===== src/pao_pkg.sv =====
`default_nettype none
// Shared constants of the pipelined converter output port
package pao_pkg;
  // Output code format
  localparam int unsigned CODE_W       = 12;
  localparam logic [11:0] CODE_MIDSCALE = 12'h800;  // Bipolar zero, offset binary
  localparam logic [11:0] CODE_RESET    = 12'h800;

  // Pipeline geometry
  localparam int unsigned STAGES       = 12;
  localparam int unsigned STAGES_PER_CYCLE = 2;      // Two stages settle between rising edges
  localparam int unsigned LEVELS       = STAGES / STAGES_PER_CYCLE;
  localparam int unsigned LATENCY      = 7;          // Sample edge to output edge
  localparam int unsigned DIG_W        = 2 * STAGES; // Two comparator bits per stage

  // Digital stand-in for the analog path
  localparam int unsigned AIN_W        = 13;         // Each input leg, unsigned
  localparam int unsigned RES_W        = 15;         // Signed residue width
  localparam int unsigned SUM_W        = 14;         // Correction adder width

  // Clock figures
  localparam int unsigned CLK_RATE_HZ  = 50000000;
  localparam int unsigned CLK_PERIOD_NS = 20;
  localparam int unsigned CLK_MIN_HZ   = 100000;     // Lowest sampling rate allowed
  localparam int unsigned CLK_MAX_HZ   = 60000000;   // Highest sampling rate allowed
endpackage : pao_pkg
`default_nettype wire


===== src/pao_adc_port.sv =====
`default_nettype none
module pao_adc_port #(
  parameter int unsigned AIN_W = pao_pkg::AIN_W,
  parameter int unsigned RES_W = pao_pkg::RES_W
) (
  input  wire logic               CLK,
  input  wire logic               RST,
  input  wire logic [AIN_W-1:0]   ANALOG_INPUT_POSITIVE,
  input  wire logic [AIN_W-1:0]   ANALOG_INPUT_NEGATIVE,
  input  wire logic               OUTPUT_ENABLE_N,
  input  wire logic               SHUTDOWN_REQUEST,
  output logic [11:0]             SAMPLE_CODE_BUS_O,
  output logic [11:0]             SAMPLE_CODE_BUS_OE,
  output logic                    SHUTDOWN_ACTIVE
);
  localparam int unsigned NST  = pao_pkg::STAGES;
  localparam int unsigned NLV  = pao_pkg::LEVELS;
  localparam int unsigned DW   = pao_pkg::DIG_W;
  localparam int unsigned SW   = pao_pkg::SUM_W;
  localparam int unsigned LAT  = pao_pkg::LATENCY;
  localparam int unsigned FILL_W = $clog2(LAT);
  localparam logic [FILL_W-1:0] FILL_LAST = FILL_W'(LAT - 1);

  // Operating modes, one-hot
  typedef enum logic [2:0] {
    MODE_FILL = 3'b001,  // Pipe holds fewer than seven running samples
    MODE_RUN  = 3'b010,  // Every edge without a shutdown request hands a finished code to the latch
    MODE_HALT = 3'b100   // Shutdown; the latch keeps its code
  } pao_mode_e;

  // Pipeline storage: level 0 is the sample, levels 1..6 follow two stages each
  logic signed [RES_W-1:0] res_reg   [0:NLV];
  logic [DW-1:0]           dig_reg   [1:NLV];
  logic [DW-1:0]           dig_in    [1:NLV];
  logic signed [RES_W-1:0] stage_res [0:NST-1];
  logic                    stage_hi  [0:NST-1];
  logic                    stage_lo  [0:NST-1];
  logic [FILL_W-1:0]       fill_reg;
  pao_mode_e               mode_reg;
  pao_mode_e               mode_next;
  logic [SW-1:0]           term      [0:NST-1];
  logic [SW-1:0]           acc_sum;
  logic [11:0]             code_reg;
  logic [11:0]             code_next;
  logic [11:0]             oe_reg;
  logic                    shut_reg;
  logic signed [AIN_W:0]   diff_in;
  logic signed [RES_W-1:0] sample_next;

  // Differential input halved so it lands inside the residue full scale
  always_comb begin
    diff_in     = $signed({1'b0, ANALOG_INPUT_POSITIVE}) - $signed({1'b0, ANALOG_INPUT_NEGATIVE});
    sample_next = RES_W'(diff_in >>> 1);
  end

  // Sample taken on the rising edge; the latency count starts here
  always_ff @(posedge CLK or posedge RST) begin
    if (RST) begin
      res_reg[0] <= '0;
    end else begin
      res_reg[0] <= sample_next;
    end
  end

  // Twelve stages, two per clock level, each resolving one bit
  genvar j;
  generate
    for (j = 0; j < NST; j++) begin : g_stage
      logic signed [RES_W-1:0] held;
      if (j % 2 == 0) begin : g_from_reg
        assign held = res_reg[j / 2];
      end else begin : g_from_half
        assign held = stage_res[j - 1];
      end
      pao_stage #(
        .RES_W (RES_W)
      ) u_stage (
        .held_in     (held),
        .cmp_hi      (stage_hi[j]),
        .cmp_lo      (stage_lo[j]),
        .residue_out (stage_res[j])
      );
    end
  endgenerate

  // Level registers carry the residue and all stage codes resolved so far.
  // The codes travel with their sample so correction sees one sample's bits.
  genvar k;
  generate
    for (k = 1; k <= NLV; k++) begin : g_level
      logic [DW-1:0] new_bits;
      if (k == 1) begin : g_first
        assign dig_in[k] = '0;
      end else begin : g_rest
        assign dig_in[k] = dig_reg[k - 1];
      end
      assign new_bits = {{(DW - 4){1'b0}},
                         stage_hi[2 * k - 1], stage_lo[2 * k - 1],
                         stage_hi[2 * k - 2], stage_lo[2 * k - 2]} << (4 * k - 4);
      always_ff @(posedge CLK or posedge RST) begin
        if (RST) begin
          res_reg[k] <= '0;
          dig_reg[k] <= '0;
        end else begin
          res_reg[k] <= stage_res[2 * k - 1];
          dig_reg[k] <= dig_in[k] | new_bits;
        end
      end
    end
  endgenerate

  // Redundant correction: each stage weighs hi+lo-1 at its binary weight.
  // Offset of all -1 terms folds into a +1, so zero input lands on midscale
  // and the halving keeps the result inside 0..4095 without clamping.
  genvar m;
  generate
    for (m = 0; m < NST; m++) begin : g_weight
      assign term[m] = (SW'(dig_reg[NLV][2 * m + 1]) + SW'(dig_reg[NLV][2 * m])) << (NST - 1 - m);
    end
  endgenerate

  // Adder chain over the weighted terms, then offset and halve
  always_comb begin
    acc_sum = '0;
    for (int i = 0; i < NST; i++) begin
      acc_sum = acc_sum + term[i];
    end
    code_next = 12'((acc_sum + SW'(1)) >> 1);
  end

  // Shutdown state follows the request pin directly
  always_ff @(posedge CLK or posedge RST) begin
    if (RST) begin
      shut_reg <= 1'b0;
    end else begin
      shut_reg <= SHUTDOWN_REQUEST;
    end
  end

  // Mode: shutdown wins, and a wake-up refills the pipe before the latch
  // moves again, so samples taken during shutdown never reach the bus.
  always_comb begin
    mode_next = mode_reg;
    if (SHUTDOWN_REQUEST) begin
      mode_next = MODE_HALT;
    end else begin
      unique case (mode_reg)
        MODE_HALT: begin
          mode_next = MODE_FILL;
        end
        MODE_FILL: begin
          if (fill_reg == FILL_LAST) begin
            mode_next = MODE_RUN;
          end
        end
        MODE_RUN: begin
          mode_next = MODE_RUN;
        end
      endcase
    end
  end

  // Mode register
  always_ff @(posedge CLK or posedge RST) begin
    if (RST) begin
      mode_reg <= MODE_FILL;
    end else begin
      mode_reg <= mode_next;
    end
  end

  // Running samples since reset or wake-up, saturating; shutdown clears it
  // because the samples in flight then are dropped.
  always_ff @(posedge CLK or posedge RST) begin
    if (RST) begin
      fill_reg <= '0;
    end else if (SHUTDOWN_REQUEST) begin
      fill_reg <= '0;
    end else if (fill_reg != FILL_LAST) begin
      fill_reg <= fill_reg + FILL_W'(1);
    end
  end

  // Output latch: one update per clock in MODE_RUN, held through shutdown
  always_ff @(posedge CLK or posedge RST) begin
    if (RST) begin
      code_reg <= pao_pkg::CODE_RESET;
    end else if (SHUTDOWN_REQUEST) begin
      code_reg <= code_reg;
    end else if (mode_reg == MODE_RUN) begin
      code_reg <= code_next;
    end
  end

  // Bus enable per bit; registered so the pin never glitches mid-cycle
  always_ff @(posedge CLK or posedge RST) begin
    if (RST) begin
      oe_reg <= '0;
    end else if (OUTPUT_ENABLE_N) begin
      oe_reg <= '0;
    end else begin
      oe_reg <= '1;
    end
  end

  assign SAMPLE_CODE_BUS_O  = code_reg;
  assign SAMPLE_CODE_BUS_OE = oe_reg;
  assign SHUTDOWN_ACTIVE    = shut_reg;
endmodule : pao_adc_port
`default_nettype wire


===== src/pao_stage.sv =====
`default_nettype none
// One pipeline stage: two comparators at +/- quarter scale, residue doubled
module pao_stage #(
  parameter int unsigned RES_W = 15
) (
  input  wire logic signed [RES_W-1:0] held_in,
  output logic                         cmp_hi,
  output logic                         cmp_lo,
  output logic signed [RES_W-1:0]      residue_out
);
  // Full scale R sits three bits under the width so 2v stays in range
  localparam logic signed [RES_W-1:0] FULL_SCALE = RES_W'(1) <<< (RES_W - 3);
  localparam logic signed [RES_W-1:0] QUARTER    = RES_W'(1) <<< (RES_W - 5);

  logic signed [RES_W-1:0] dac_level;

  // Thermometer code and subtract of the stage DAC level
  always_comb begin
    cmp_hi = (held_in > QUARTER);
    cmp_lo = (held_in > -QUARTER);
    if (cmp_hi) begin
      dac_level = FULL_SCALE;
    end else if (cmp_lo) begin
      dac_level = '0;
    end else begin
      dac_level = -FULL_SCALE;
    end
    residue_out = (held_in <<< 1) - dac_level;  // Doubled error to next stage
  end
endmodule : pao_stage
`default_nettype wire


===== config.mk =====
export PLATFORM = sky130hd
export DESIGN_NAME = pao_adc_port
export DESIGN_NICKNAME = d
export VERILOG_FILES = /design/src/pao_pkg.sv /design/src/pao_adc_port.sv /design/src/pao_stage.sv
export SDC_FILE = /design/constraint.sdc
export NUM_CORES = 1
export LEC_CHECK = 0
export BUFFER_PORTS_ARGS = -buffer_cell sky130_fd_sc_hd__buf_2
export CAP_MARGIN = 15
export CORE_MARGIN = 5
export CORE_UTILIZATION = 47
export CTS_CLUSTER_DIAMETER = 30
export DETAILED_ROUTE_END_ITERATION = 8
export REMOVE_ABC_BUFFERS = 1
export SLEW_MARGIN = 25
export SYNTH_ARGS = -nofsm -noshare
export SYNTH_HDL_FRONTEND = slang
export SYNTH_SLANG_ARGS = --single-unit

===== constraint.sdc =====
create_clock -name CLK -period 9.8 [get_ports CLK]
set_input_delay 0.49 -clock CLK [delete_from_list [all_inputs] [get_ports CLK]]
set_output_delay 0.49 -clock CLK [all_outputs]
set_load 0.02 [all_outputs]

==> summary.md, run 1 <==
| Metric | Value |
|---|---|
| Endpoints failing setup | 0 |
| Post-CTS Setup Repair Bufs | 0 |
| # H-tree levels | 4 |
| Reg power frac | 35.8% |
| Crit path kind | flip-flop to flip-flop |
| Mapped Avg Cell Area | between 10 and 15 um^2 |
| Initial Utilization | between 40% and 50% |
| Number of synthesized flops with an enable pin | 0 |
| PwrDens | 351 nW/um^2 |
| CP max stage cell | nor4_2 |
| Core area | around 15000 um^2 |
| DRT iter0 DRCs | 111 |
| Die area | 17500 um^2 |
| Register area share after synthesis | roughly 58% |
| CTS tree | yes |
| RSZ-0062 raised after global routing | no |
| DR vias/cell | 5.01 |
| Initial antenna violation count | 0 |
| Clock share of power | between 20% and 30% |
| Final period utilization | just over 40% |
| Distinct cells, synth | 55 |
| Pin count of the biggest net entering global routing | 100 |
| GRT Util Overall | roughly an eighth |
| I/O pin count | 55 |
| CP top delay family | simple AND/OR/NAND/NOR gates |
| Yosys warns | 0 |
| Worst-Skew Late Latency | 420 ps |
| Final WL | a little over 10 mm |
| Lkg Pwr | between 3 and 4 nW |
| Worst Setup End Kind | flip-flop |
| Most instantiated cells after synthesis | dfrtp_1 (160), inv_1 (64), ha_1 (48) |
| Setup_tns | 0 ps |
| First-pass GRT wire length | between 15 and 20 mm |
| Final instance area | around 8100 um^2 |
| Global placer's final weighted congestion | around 0.75 |
| CP Capture Point | g_stage[4].held[14] |
| Worst vdd ir | approximately 150 uV |
| P_sw | 968 uW |
| DRC errors left | 0 |
| Largest area contributor in the netlist | dfrtp_1 |
| Worst hold path cell count | 2 |
| Slowest Stage Delay on Critical Path | between 400 and 500 ps |
| Clock-pin slew on the worst setup and hold paths | ~60 ps |
| Final Critical Period | between 4000 and 5000 ps |
| Reg-to-reg setup timing slack | between 5000 and 6000 ps |
| Clock Root Buffer | clkbuf_16 |
| Cell Rows | 44 |
| Netlist Area Pre-Place | 7010 um^2 |
| CTS resizes | 0 |
| Combinational fraction of design power | between 30% and 40% |
| P&R area growth vs syn | 15.0% |
| Antenna fix cells | 0 |
| Share of cells above drive strength 1 | between 15 and 20% |
| Die Wd | roughly 130 um |
| Crit path max fanout | 5 |
| Sw Share | roughly a third |
| Worst setup SP type | flip-flop |
| First-pass detailed-route iteration total | 4 |
| Internal Power | 1.86 mW |
| CTS Buffer Depth | 2 |
| Top_reg_cell synth | dfrtp_1 |
| Status | complete, no violations |
| FFs w/ async S/R, synth | between 90% and 100% |
| WL per Instance | between 10 and 15 um |
| Final hold slack | 215 ps |
| Synth top area share | 57.1% |
| ANT nets after route | 0 |
| Max-cap violations | 0 |
| CP startpoint | g_stage[2].held[5] |
| Final #Nets | approximately 740 |
| Fill count | roughly 1200 |
| Worst-margin pin slew | 839 ps |
| Overall power | approximately 2.8 mW |
| Count leader, synth | dfrtp_1 |
| Peak Freq | roughly 250 MHz |
| Top area cells in the synthesized netlist | dfrtp_1 (57%), ha_1 (8.6%), fa_1 (3.7%), inv_1 (3.4%), nand2_1 (2.5%) |
| Fin. Hold Viols | 0 |
| Worst min path class | input port to flip-flop |
| Worst reg2reg path depth | 16 |
| Clock buffer count from CTS | 17 |
| Slew Viols, Final | 0 |
| Cells after Synth | 587 |
| # hold bufs at CTS | 0 |
| Critical Path AT | 4310 ps |
| Flip-flop count of the largest register after layout | 60 |
| CP Buf/Inv Count | 1 |
| R2R Path End | g_stage[4].held[14] |
| Final Skew | 3.79 ps |
| Worst relative slew slack | about 44% |
| Placed Area | roughly 7400 um^2 |
| Number of global-route vias before repair | about 4500 |
| Worst Path Required | 10100 ps |
| CTS Sinks | about 160 |
| Grt ovf | 0 |
| Worst-path cell chain | nor4_2 > a21oi_1 > or4_1 > nor2_1 > a31oi_1 > ha_1 > fa_1 > nor2b_1 > a31oi_1 > nand2_1 > a211oi_2 > mux2i_1 > ha_1 > inv_1 > fa_1 > xnor2_1 |
| Routed vias | ~4200 |
| DP HPWL | 7.49 mm |
| Reg2reg start | g_stage[2].held[5] |
| Utilization after layout | a little under three fifths |
| Number of cells on the critical path | 16 |
| Synth Register Bits | ~160 |
| IO Port Bufs | 54 |
| Die height | about 130 um |
-- cells by family after synthesis --
family	Yosys count	share of synthesized area (%)
AO/OA/AOI/OAI	107	10.4
XOR/XNOR	29	4.00
adder cells (fa/ha/maj)	61	12.3
buffers and inverters	80	4.87
flip-flops	162	57.8
multiplexers	7	1.02
AND/OR/NAND/NOR	141	9.56
-- layer usage --
| layer | global-route usage [%] | part of all wire, % | up-vias |
|---|---|---|---|
| met5 | 0 | 0 | - |
| met4 | 4.57 | 1.5 | 0 |
| met3 | 4.20 | 4.7 | 12 |
| met2 | 23.7 | 54 | 81 |
| met1 | 13.2 | 40 | 2030 |
| li1 | - | - | 2094 |
-- how the worst min path moves through the flow --
stage	startpoint	endpoint	slack, ps
finish	OUTPUT_ENABLE_N	SAMPLE_CODE_BUS_OE[10]	210
global route	OUTPUT_ENABLE_N	SAMPLE_CODE_BUS_OE[10]	210
CTS	OUTPUT_ENABLE_N	SAMPLE_CODE_BUS_OE[10]	190
detailed placement	dig_in[24]	dig_in[0]	330
global placement	dig_in[55]	dig_in[31]	330
floorplan	dig_in[24]	dig_in[0]	330
-- layout make-up --
cell class	instances	area, um^2	area share (%)
clock buffers	21	470	5.83
multi-input cells	345	2620	32.4
well taps	184	230	2.85
inverters	64	245	3.04
flip-flops and latches	162	4060	50.3
repair buffers	55	278	3.44
clock inverters	10	171	2.13
-- through the flow --
stage,setup WS (ps),std cells
after floorplan,4940,571
after global placement,5950,810
after detailed placement,5780,810
after CTS,5760,841
after global routing,5530,841
final,5790,841
-- placed cells by master, fill, tap and decap left out, drive strengths merged, types with 6 or more instances in the layout --
| cell type | n |
|---|---|
| dfrtp | 160 |
| inv | 67 |
| buf | 55 |
| ha | 48 |
| nand2 | 46 |
| nor2 | 35 |
| o21ai | 30 |
| a21oi | 21 |
| clkbuf | 21 |
| xnor2 | 19 |
| nor3 | 17 |
| fa | 13 |
| nand3 | 10 |
| xor2 | 10 |
| a31oi | 9 |
| nor2b | 8 |
| o21a | 8 |
| a211oi | 7 |
| a21o | 6 |
| o31ai | 6 |
| nand2b | 6 |
| mux2i | 6 |
-- worst register-to-register path: stages (launching register included) --
cell,delay (ps)
dfrtp_1,390
nor4_2,430
a21oi_1,110
or4_1,430
nor2_1,100
a31oi_1,50
ha_1,210
fa_1,410
nor2b_1,160
a31oi_1,150
nand2_1,80
a211oi_2,400
mux2i_1,250
ha_1,170
inv_1,50
fa_1,370
xnor2_1,130
-- power by group through the flow --
stage                     Combinational (mW)  Sequential, mW  Clock, mW
final                                   1.12            1.01      0.701
after global routing                    1.28            1.04      0.751
after CTS                               1.13            1.02      0.722
after detailed placement                1.13            1.03          0
after global placement                  1.09            1.02          0
after floorplan                        0.919            1.00          0
(Power assumes the default switching activity.)
==> run 2: changes to the inputs <==
- ABC_AREA: not set -> 1
- clock period: 9.8 -> 4.2 ns (I/O delays scaled with it)
==> run 2 against run 1 <==
Clock-buffer cell count is 1 lower. The flow now finishes with violations (negative hold slack). Largest power group unchanged. Clock power rose by 110%. Core utilization shrank 0.088 points.
==> summary.md, run 2 <==
| Metric | Value |
|---|---|
| Status | finished with violations |
| Failing checks | negative hold slack |
| DP HPWL | 7.75 mm (+3.5%) |
| Fin cells | 925 (+10%) |
| Final Critical Period | 3600 ps (-406 ps) |
| CTS resizes | 0 (unchanged) |
| Worst setup SP type | flip-flop |
| Worst Setup End Kind | flip-flop |
| CTS tree | yes |
| Final WL | 10.4 mm (+3.4%) |
| Clock buffer count from CTS | 17 (unchanged) |
| Cell Rows | 44 (unchanged) |
| Crit path max fanout | 4 (-1) |
| Most frequent cells in the layout | dfrtp_1 (160), inv_1 (103), nand2_1 (97) |
| CTS Sinks | 162 (unchanged) |
| Clock Root Buffer | clkbuf_16 |
| Slew Viols, Final | 0 (unchanged) |
| IO Port Bufs | 54 (unchanged) |
| Die area | 17600 um^2 (+0.64%) |
| Final hold slack | -121 ps (-336 ps) |
| Netlist Area Pre-Place | 7060 um^2 (+0.70%) |
| Final period utilization | 85.7% (+45 points) |
| First-pass GRT wire length | 19.1 mm (+3.7%) |
| Most instantiated cells after synthesis | dfrtp_1 (160), inv_1 (104), nand2_1 (97) |
| Setup_tns | 0 ps (unchanged) |
| Pin count of the biggest net entering global routing | 114 (+14%) |
| CP startpoint | g_stage[0].held[6] |
| Utilization after layout | 55.2% (-0.088 points) |
| GRT Util Overall | 13.1% (+0.36 points) |
| Worst Path Required | 4490 ps (-5610 ps) |
| Initial Utilization | 48.2% (+0.15 points) |
| Endpoints failing setup | 0 (unchanged) |
| Yosys warns | 0 (unchanged) |
| First-pass detailed-route iteration total | 4 (unchanged) |
| Worst vdd ir | 393 uV (+160%) |
| Share of cells above drive strength 1 | 14.0% (-1.6 points) |
| Die Wd | 133 um (+0.32%) |
| Mapped Avg Cell Area | 10.6 um^2 (-11%) |
| Core area | 14600 um^2 (+0.38%) |
| I/O pin count | 55 (unchanged) |
| Global placer's final weighted congestion | 0.884 (+18%) |
| Commonest non-fill, non-tap cell in the layout | dfrtp_1 |
| Top area cells in the synthesized netlist | dfrtp_1 (57%), ha_1 (8.5%), inv_1 (5.5%), nand2_1 (5.2%), fa_1 (3.7%) |
| Reg2reg start | g_stage[0].held[6] |
| Peak Freq | 278 MHz (+11%) |
| Flip-flop count of the largest register after layout | 60 (unchanged) |
| Synth Register Bits | 162 (unchanged) |
| Count leader, synth | dfrtp_1 |
| Antenna fix cells | 0 (unchanged) |
| Final Skew | 6.91 ps (+3.12 ps) |
| Die height | 133 um (+0.32%) |
| WL per Instance | 11.3 um (-6.0%) |
| Number of global-route vias before repair | 4596 (+2.6%) |
| Max-cap violations | 0 (unchanged) |
| Distinct cells, synth | 40 (-27%) |
| Largest area contributor in the netlist | dfrtp_1 |
| CTS Buffer Depth | 2 (unchanged) |
| Grt ovf | 0 (unchanged) |
| Clock-pin slew on the worst setup and hold paths | 60 ps (about the same) |
| Register area | 4060 um^2 (unchanged) |
| FFs w/ async S/R, synth | 100% (unchanged) |
| Lkg Pwr | 4.16 nW (+7.1%) |
| Crit path kind | flip-flop to flip-flop |
| PwrDens | 818 nW/um^2 (+130%) |
| Placed insts | 891 (+10%) |
| Number of synthesized flops with an enable pin | 0 (unchanged) |
| Fin. Hold Viols | 109 (+109) |
| Worst-margin pin slew | 776 ps (-62.7 ps) |
| Synth top area share | 56.7% (-0.39 points) |
| Worst min path class | input port to async pin |
| Cells after Synth | 666 (+13%) |
| Multi-input gate area | 2510 um^2 (-4.0%) |
| DR vias/cell | 4.80 (-4.2%) |
| Register area share after synthesis | 57.4% (-0.40 points) |
| Worst relative slew slack | 48.3% (+4.2 points) |
| RSZ-0062 raised after global routing | no |
| Worst-Skew Late Latency | 410 ps (about the same) |
| # H-tree levels | 4 (unchanged) |
| Top_reg_cell synth | dfrtp_1 |
| Place WS | 576 ps (-5200 ps) |
| Final #Nets | 819 (+11%) |
| Fill count | 1264 (+4.2%) |
| Critical Path AT | 3900 ps (-410 ps) |
| DRC errors left | 0 (unchanged) |
| Setup ws final | 599 ps (-5190 ps) |
| P&R area growth vs syn | 14.5% |
| Routed vias | 4442 (+5.3%) |
| ANT nets after route | 0 (unchanged) |
| Overall power | 6.62 mW (+130%) |
| Initial antenna violation count | 0 (unchanged) |
| DRT iter0 DRCs | 171 (+54%) |
run 2: changes by cell type after synthesis, moves of 10 or more:
cell / change
nand4_1: +11
nand2_1: +51
inv_1: +40
xnor2_1: -10
nand3_1: +26
nor2_1: +17
run 2: power by group:
group | internal, mW | switching [mW] | leakage, nW
Combinational | 1.10 | 1.67 | 1.96
Clock | 0.892 | 0.591 | 0.280
Sequential | 2.13 | 0.228 | 1.92
Total | 4.13 | 2.48 | 4.16
run 2: worst max-delay path, stage by stage (launching register included):
cell	delay, ps
dfrtp_1	380
or2_2	290
nor2_1	110
nand4_1	130
o21ai_1	200
a21oi_1	110
nand2b_1	160
ha_1	190
inv_1	60
fa_1	470
nand4_1	130
nor2_1	40
nand3_1	70
nand2_1	110
inv_1	90
nand2_1	50
ha_1	190
fa_1	370
xor2_1	160
xor2_1	160
run 2: timing repair:
action                    in CTS  in global routing
hold endpoints to repair       4                  0
setup buffers                  0                  0
hold buffers                   2                  0
run 2: metrics by stage:
step / instance area [um^2] / hold WS [ps]
CTS: 8080 / 63.2
global route: 8080 / 7.26
detailed placement: 7480 / 335
global placement: 7480 / 332
floorplan: 6960 / 241
finish: 8080 / -121
run 2: layout make-up:
cell class,instances,area share (%)
Inverter,105,4.97
Clock buffer,20,5.53
Multi-Input combinational cell,384,31.0
Clock inverter,12,1.66
Tap cell,184,2.85
Sequential cell,162,50.2
Timing Repair Buffer,58,3.78
run 2: kinds of logic (layout without fill, tap and decap cells):
family | after synthesis | count (layout) | synth area share (%)
muxes | 1 | 1 | 0.159
adders and majority gates | 61 | 61 | 12.2
buffers and inverters | 120 | 195 | 7.02
xor gates and xnor gates | 26 | 26 | 3.33
DFF | 162 | 162 | 57.4
and+or+nand+nor | 230 | 230 | 14.4
AOI/OAI and AO/OA | 66 | 66 | 5.47
run 2: per-layer routing:
metal / up-vias / share of wire, % / track usage [%]
met3: 20 / 3.6 / 3.42
met5: - / 0 / 0
met4: 0 / 2.1 / 6.00
li1: 2257 / - / -
met1: 2090 / 42 / 14.6
met2: 75 / 52 / 23.4
run 2: final timing paths:
path                                          to  slack, ps  cells past startpoint
setup reg to reg             g_stage[2].held[14]        600                     19
setup / recovery             g_stage[2].held[14]        600                     19
min in group CLK             g_stage[0].held[12]         80                      3
max in group asynchronous     g_stage[4].held[4]       3420                      3
hold / removal             SAMPLE_CODE_BUS_O[10]       -120                      2
hold reg to reg                       dig_in[14]        340                      0
==> run 3: changes to the inputs <==
- CORE_UTILIZATION: 47 -> 25
==> run 3 against run 2 <==
The flow still finishes with violations (negative hold slack). Combinational power about the same. Critical endpoint unchanged. Worst hold slack better by 91 ps. Critical path depth is the same. Clock-buffer cell count down 1. Power is 0.73% higher. Sequential power barely moved. Non-clock buffer count unchanged. Design area up 3.2%. Core utilization down 25 points. Cell count increased by 21%. Global-route usage down 5.8 points.
==> summary.md, run 3 (same netlist as run 2, synthesis figures left out) <==
| Metric | Value |
|---|---|
| Worst Setup End Kind | flip-flop |
| Core area | 27900 um^2 (+90%) |
| WL per Instance | 9.43 um (-16%) |
| Initial antenna violation count | 0 (unchanged) |
| Cell Rows | 61 (+39%) |
| Max-cap violations | 0 (unchanged) |
| Final hold slack | -30.6 ps (+90.5 ps) |
| Die height | 178 um (+34%) |
| Worst setup SP type | flip-flop |
| Final #Nets | 819 (unchanged) |
| Die Wd | 178 um (+34%) |
| P&R area growth vs syn | 18.2% |
| Post-CTS Setup Repair Bufs | 0 (unchanged) |
| # H-tree levels | 4 (unchanged) |
| DP HPWL | 7.81 mm (+0.74%) |
| Overall power | 6.66 mW (+0.73%) |
| PwrDens | 799 nW/um^2 (-2.4%) |
| Fin. Hold Viols | 29 (-73%) |
| Final instance area | 8350 um^2 (+3.2%) |
| Worst-path cell chain | or2_2 > nor2_1 > nand4_1 > o21ai_1 > a21oi_1 > nand2b_1 > ha_1 > inv_1 > fa_1 > nand4_1 > nor2_1 > nand3_1 > nand2_1 > inv_1 > nand2_1 > ha_1 > fa_1 > xor2_1 > xor2_1 |
| Worst Path Required | 4490 ps (about the same) |
| Slew Viols, Final | 0 (unchanged) |
| Final Critical Period | 3600 ps (-6.24 ps) |
| Clock-pin slew on the worst setup and hold paths | 60 ps (about the same) |
| Placed Area | 7720 um^2 (+3.2%) |
| Share of cells above drive strength 1 | 14.3% (+0.27 points) |
| RSZ-0062 raised after global routing | no |
| Status | finished with violations |
| Final period utilization | 85.6% (-0.15 points) |
| Failing checks | negative hold slack |
| Setup ws final | 605 ps (+6.24 ps) |
| Crit path max fanout | 4 (unchanged) |
| GRT Util Overall | 7.27% (-5.8 points) |
| Worst relative slew slack | 43.9% (-4.4 points) |
| Most frequent cells in the layout | dfrtp_1 (160), inv_1 (103), nand2_1 (97) |
| Initial Utilization | 25.3% (-23 points) |
| CTS Buffer Depth | 2 (unchanged) |
| Critical Path AT | 3890 ps (about the same) |
| Clock Root Buffer | clkbuf_16 |
| Die area | 31700 um^2 (+80%) |
| First-pass detailed-route iteration total | 4 (unchanged) |
| IO Port Bufs | 54 (unchanged) |
| Commonest non-fill, non-tap cell in the layout | dfrtp_1 |
| CP max stage cell | fa_1 |
| Number of global-route vias before repair | 4440 (-3.4%) |
| DRT iter0 DRCs | 169 (-1.2%) |
| Setup_tns | 0 ps (unchanged) |
| Crit path kind | flip-flop to flip-flop |
| Slowest Stage Delay on Critical Path | 480 ps (about the same) |
| DRC errors left | 0 (unchanged) |
| Final WL | 10.5 mm (+1.2%) |
| Worst-Skew Late Latency | 410 ps (about the same) |
| Global placer's final weighted congestion | 0.837 (-5.3%) |
| CTS Sinks | 162 (unchanged) |
| ANT nets after route | 0 (unchanged) |
| I/O pin count | 55 (unchanged) |
| Peak Freq | 278 MHz (+0.17%) |
| Clock buffer count from CTS | 17 (unchanged) |
| DR vias/cell | 3.89 (-19%) |
| Place WS | 559 ps (-16.5 ps) |
| Antenna fix cells | 0 (unchanged) |
| Final Skew | 13.2 ps (+6.32 ps) |
| Routed vias | 4356 (-1.9%) |
| Pin count of the biggest net entering global routing | 98 (-14%) |
| Flip-flop count of the largest register after layout | 60 (unchanged) |
| Fill count | 2856 (+130%) |
| First-pass GRT wire length | 19.1 mm (-0.25%) |
| Worst min path class | input port to async pin |
| CTS tree | yes |
| Lkg Pwr | 4.16 nW (about the same) |
| Endpoints failing setup | 0 (unchanged) |
| Grt ovf | 0 (unchanged) |
| Worst-margin pin slew | 842 ps (+65.9 ps) |
| Worst vdd ir | 377 uV (-4.1%) |
run 3: layout make-up:
cell class,count,area (um^2),area share (%)
Clock inverter,13,149,1.78
Tap cell,378,473,5.67
Sequential cell,162,4060,48.6
Clock buffer,19,453,5.43
Timing Repair Buffer,58,305,3.66
Inverter,105,399,4.78
Multi-Input combinational cell,384,2510,30.1
run 3: routing by layer:
metal  share of wire (%)  global-route usage, %
met4                0.95                   2.32
met2                  46                   12.0
met5                   0                      0
met3                 5.0                   2.29
met1                  48                   9.12
run 3: path summary, 6_finish.rpt:
kind / from / endpoint / slack, ps / cells after the start
worst max-delay path: g_stage[0].held[6] / g_stage[2].held[14] / 600 / 19
max in group asynchronous: RST / g_stage[8].held[11] / 3310 / 3
min in group CLK: ANALOG_INPUT_POSITIVE[12] / g_stage[0].held[12] / 80 / 3
worst min register to register: dig_in[55] / dig_in[31] / 340 / 0
worst max register to register: g_stage[0].held[6] / g_stage[2].held[14] / 600 / 19
worst min-delay path: RST / dig_reg[5] / -30 / 2
run 3: worst max-delay path, delay by kind of cell (launching register included):
family                   cells  cell delay [ps]
adder cells (fa/ha/maj)      4             1250
AND/OR/NAND/NOR              9             1070
flip-flops                   1              390
XOR/XNOR                     2              320
AO/OA/AOI/OAI                2              270
buffers and inverters        2              160
run 3: power breakdown:
part | total [mW] | switching (mW) | internal [mW]
Combinational | 2.76 | 1.66 | 1.10
Sequential | 2.37 | 0.233 | 2.13
Clock | 1.54 | 0.620 | 0.916
run 3: stage by stage:
| stage | instances | utilization [%] |
|---|---|---|
| 2_1_floorplan | 651 | - |
| 3_3_place_gp | 1085 | 27.7 |
| 3_5_place_dp | 1085 | 27.7 |
| 4_1_cts | 1119 | 30.0 |
| 5_1_grt | 1119 | 30.0 |
| 6_report | 1119 | 30.0 |
run 3: what timing repair did:
item                       CTS  global route
hold buffers                 2             0
setup endpoints to repair    0             0
gates resized for setup      0             0
hold endpoints to repair     4             0
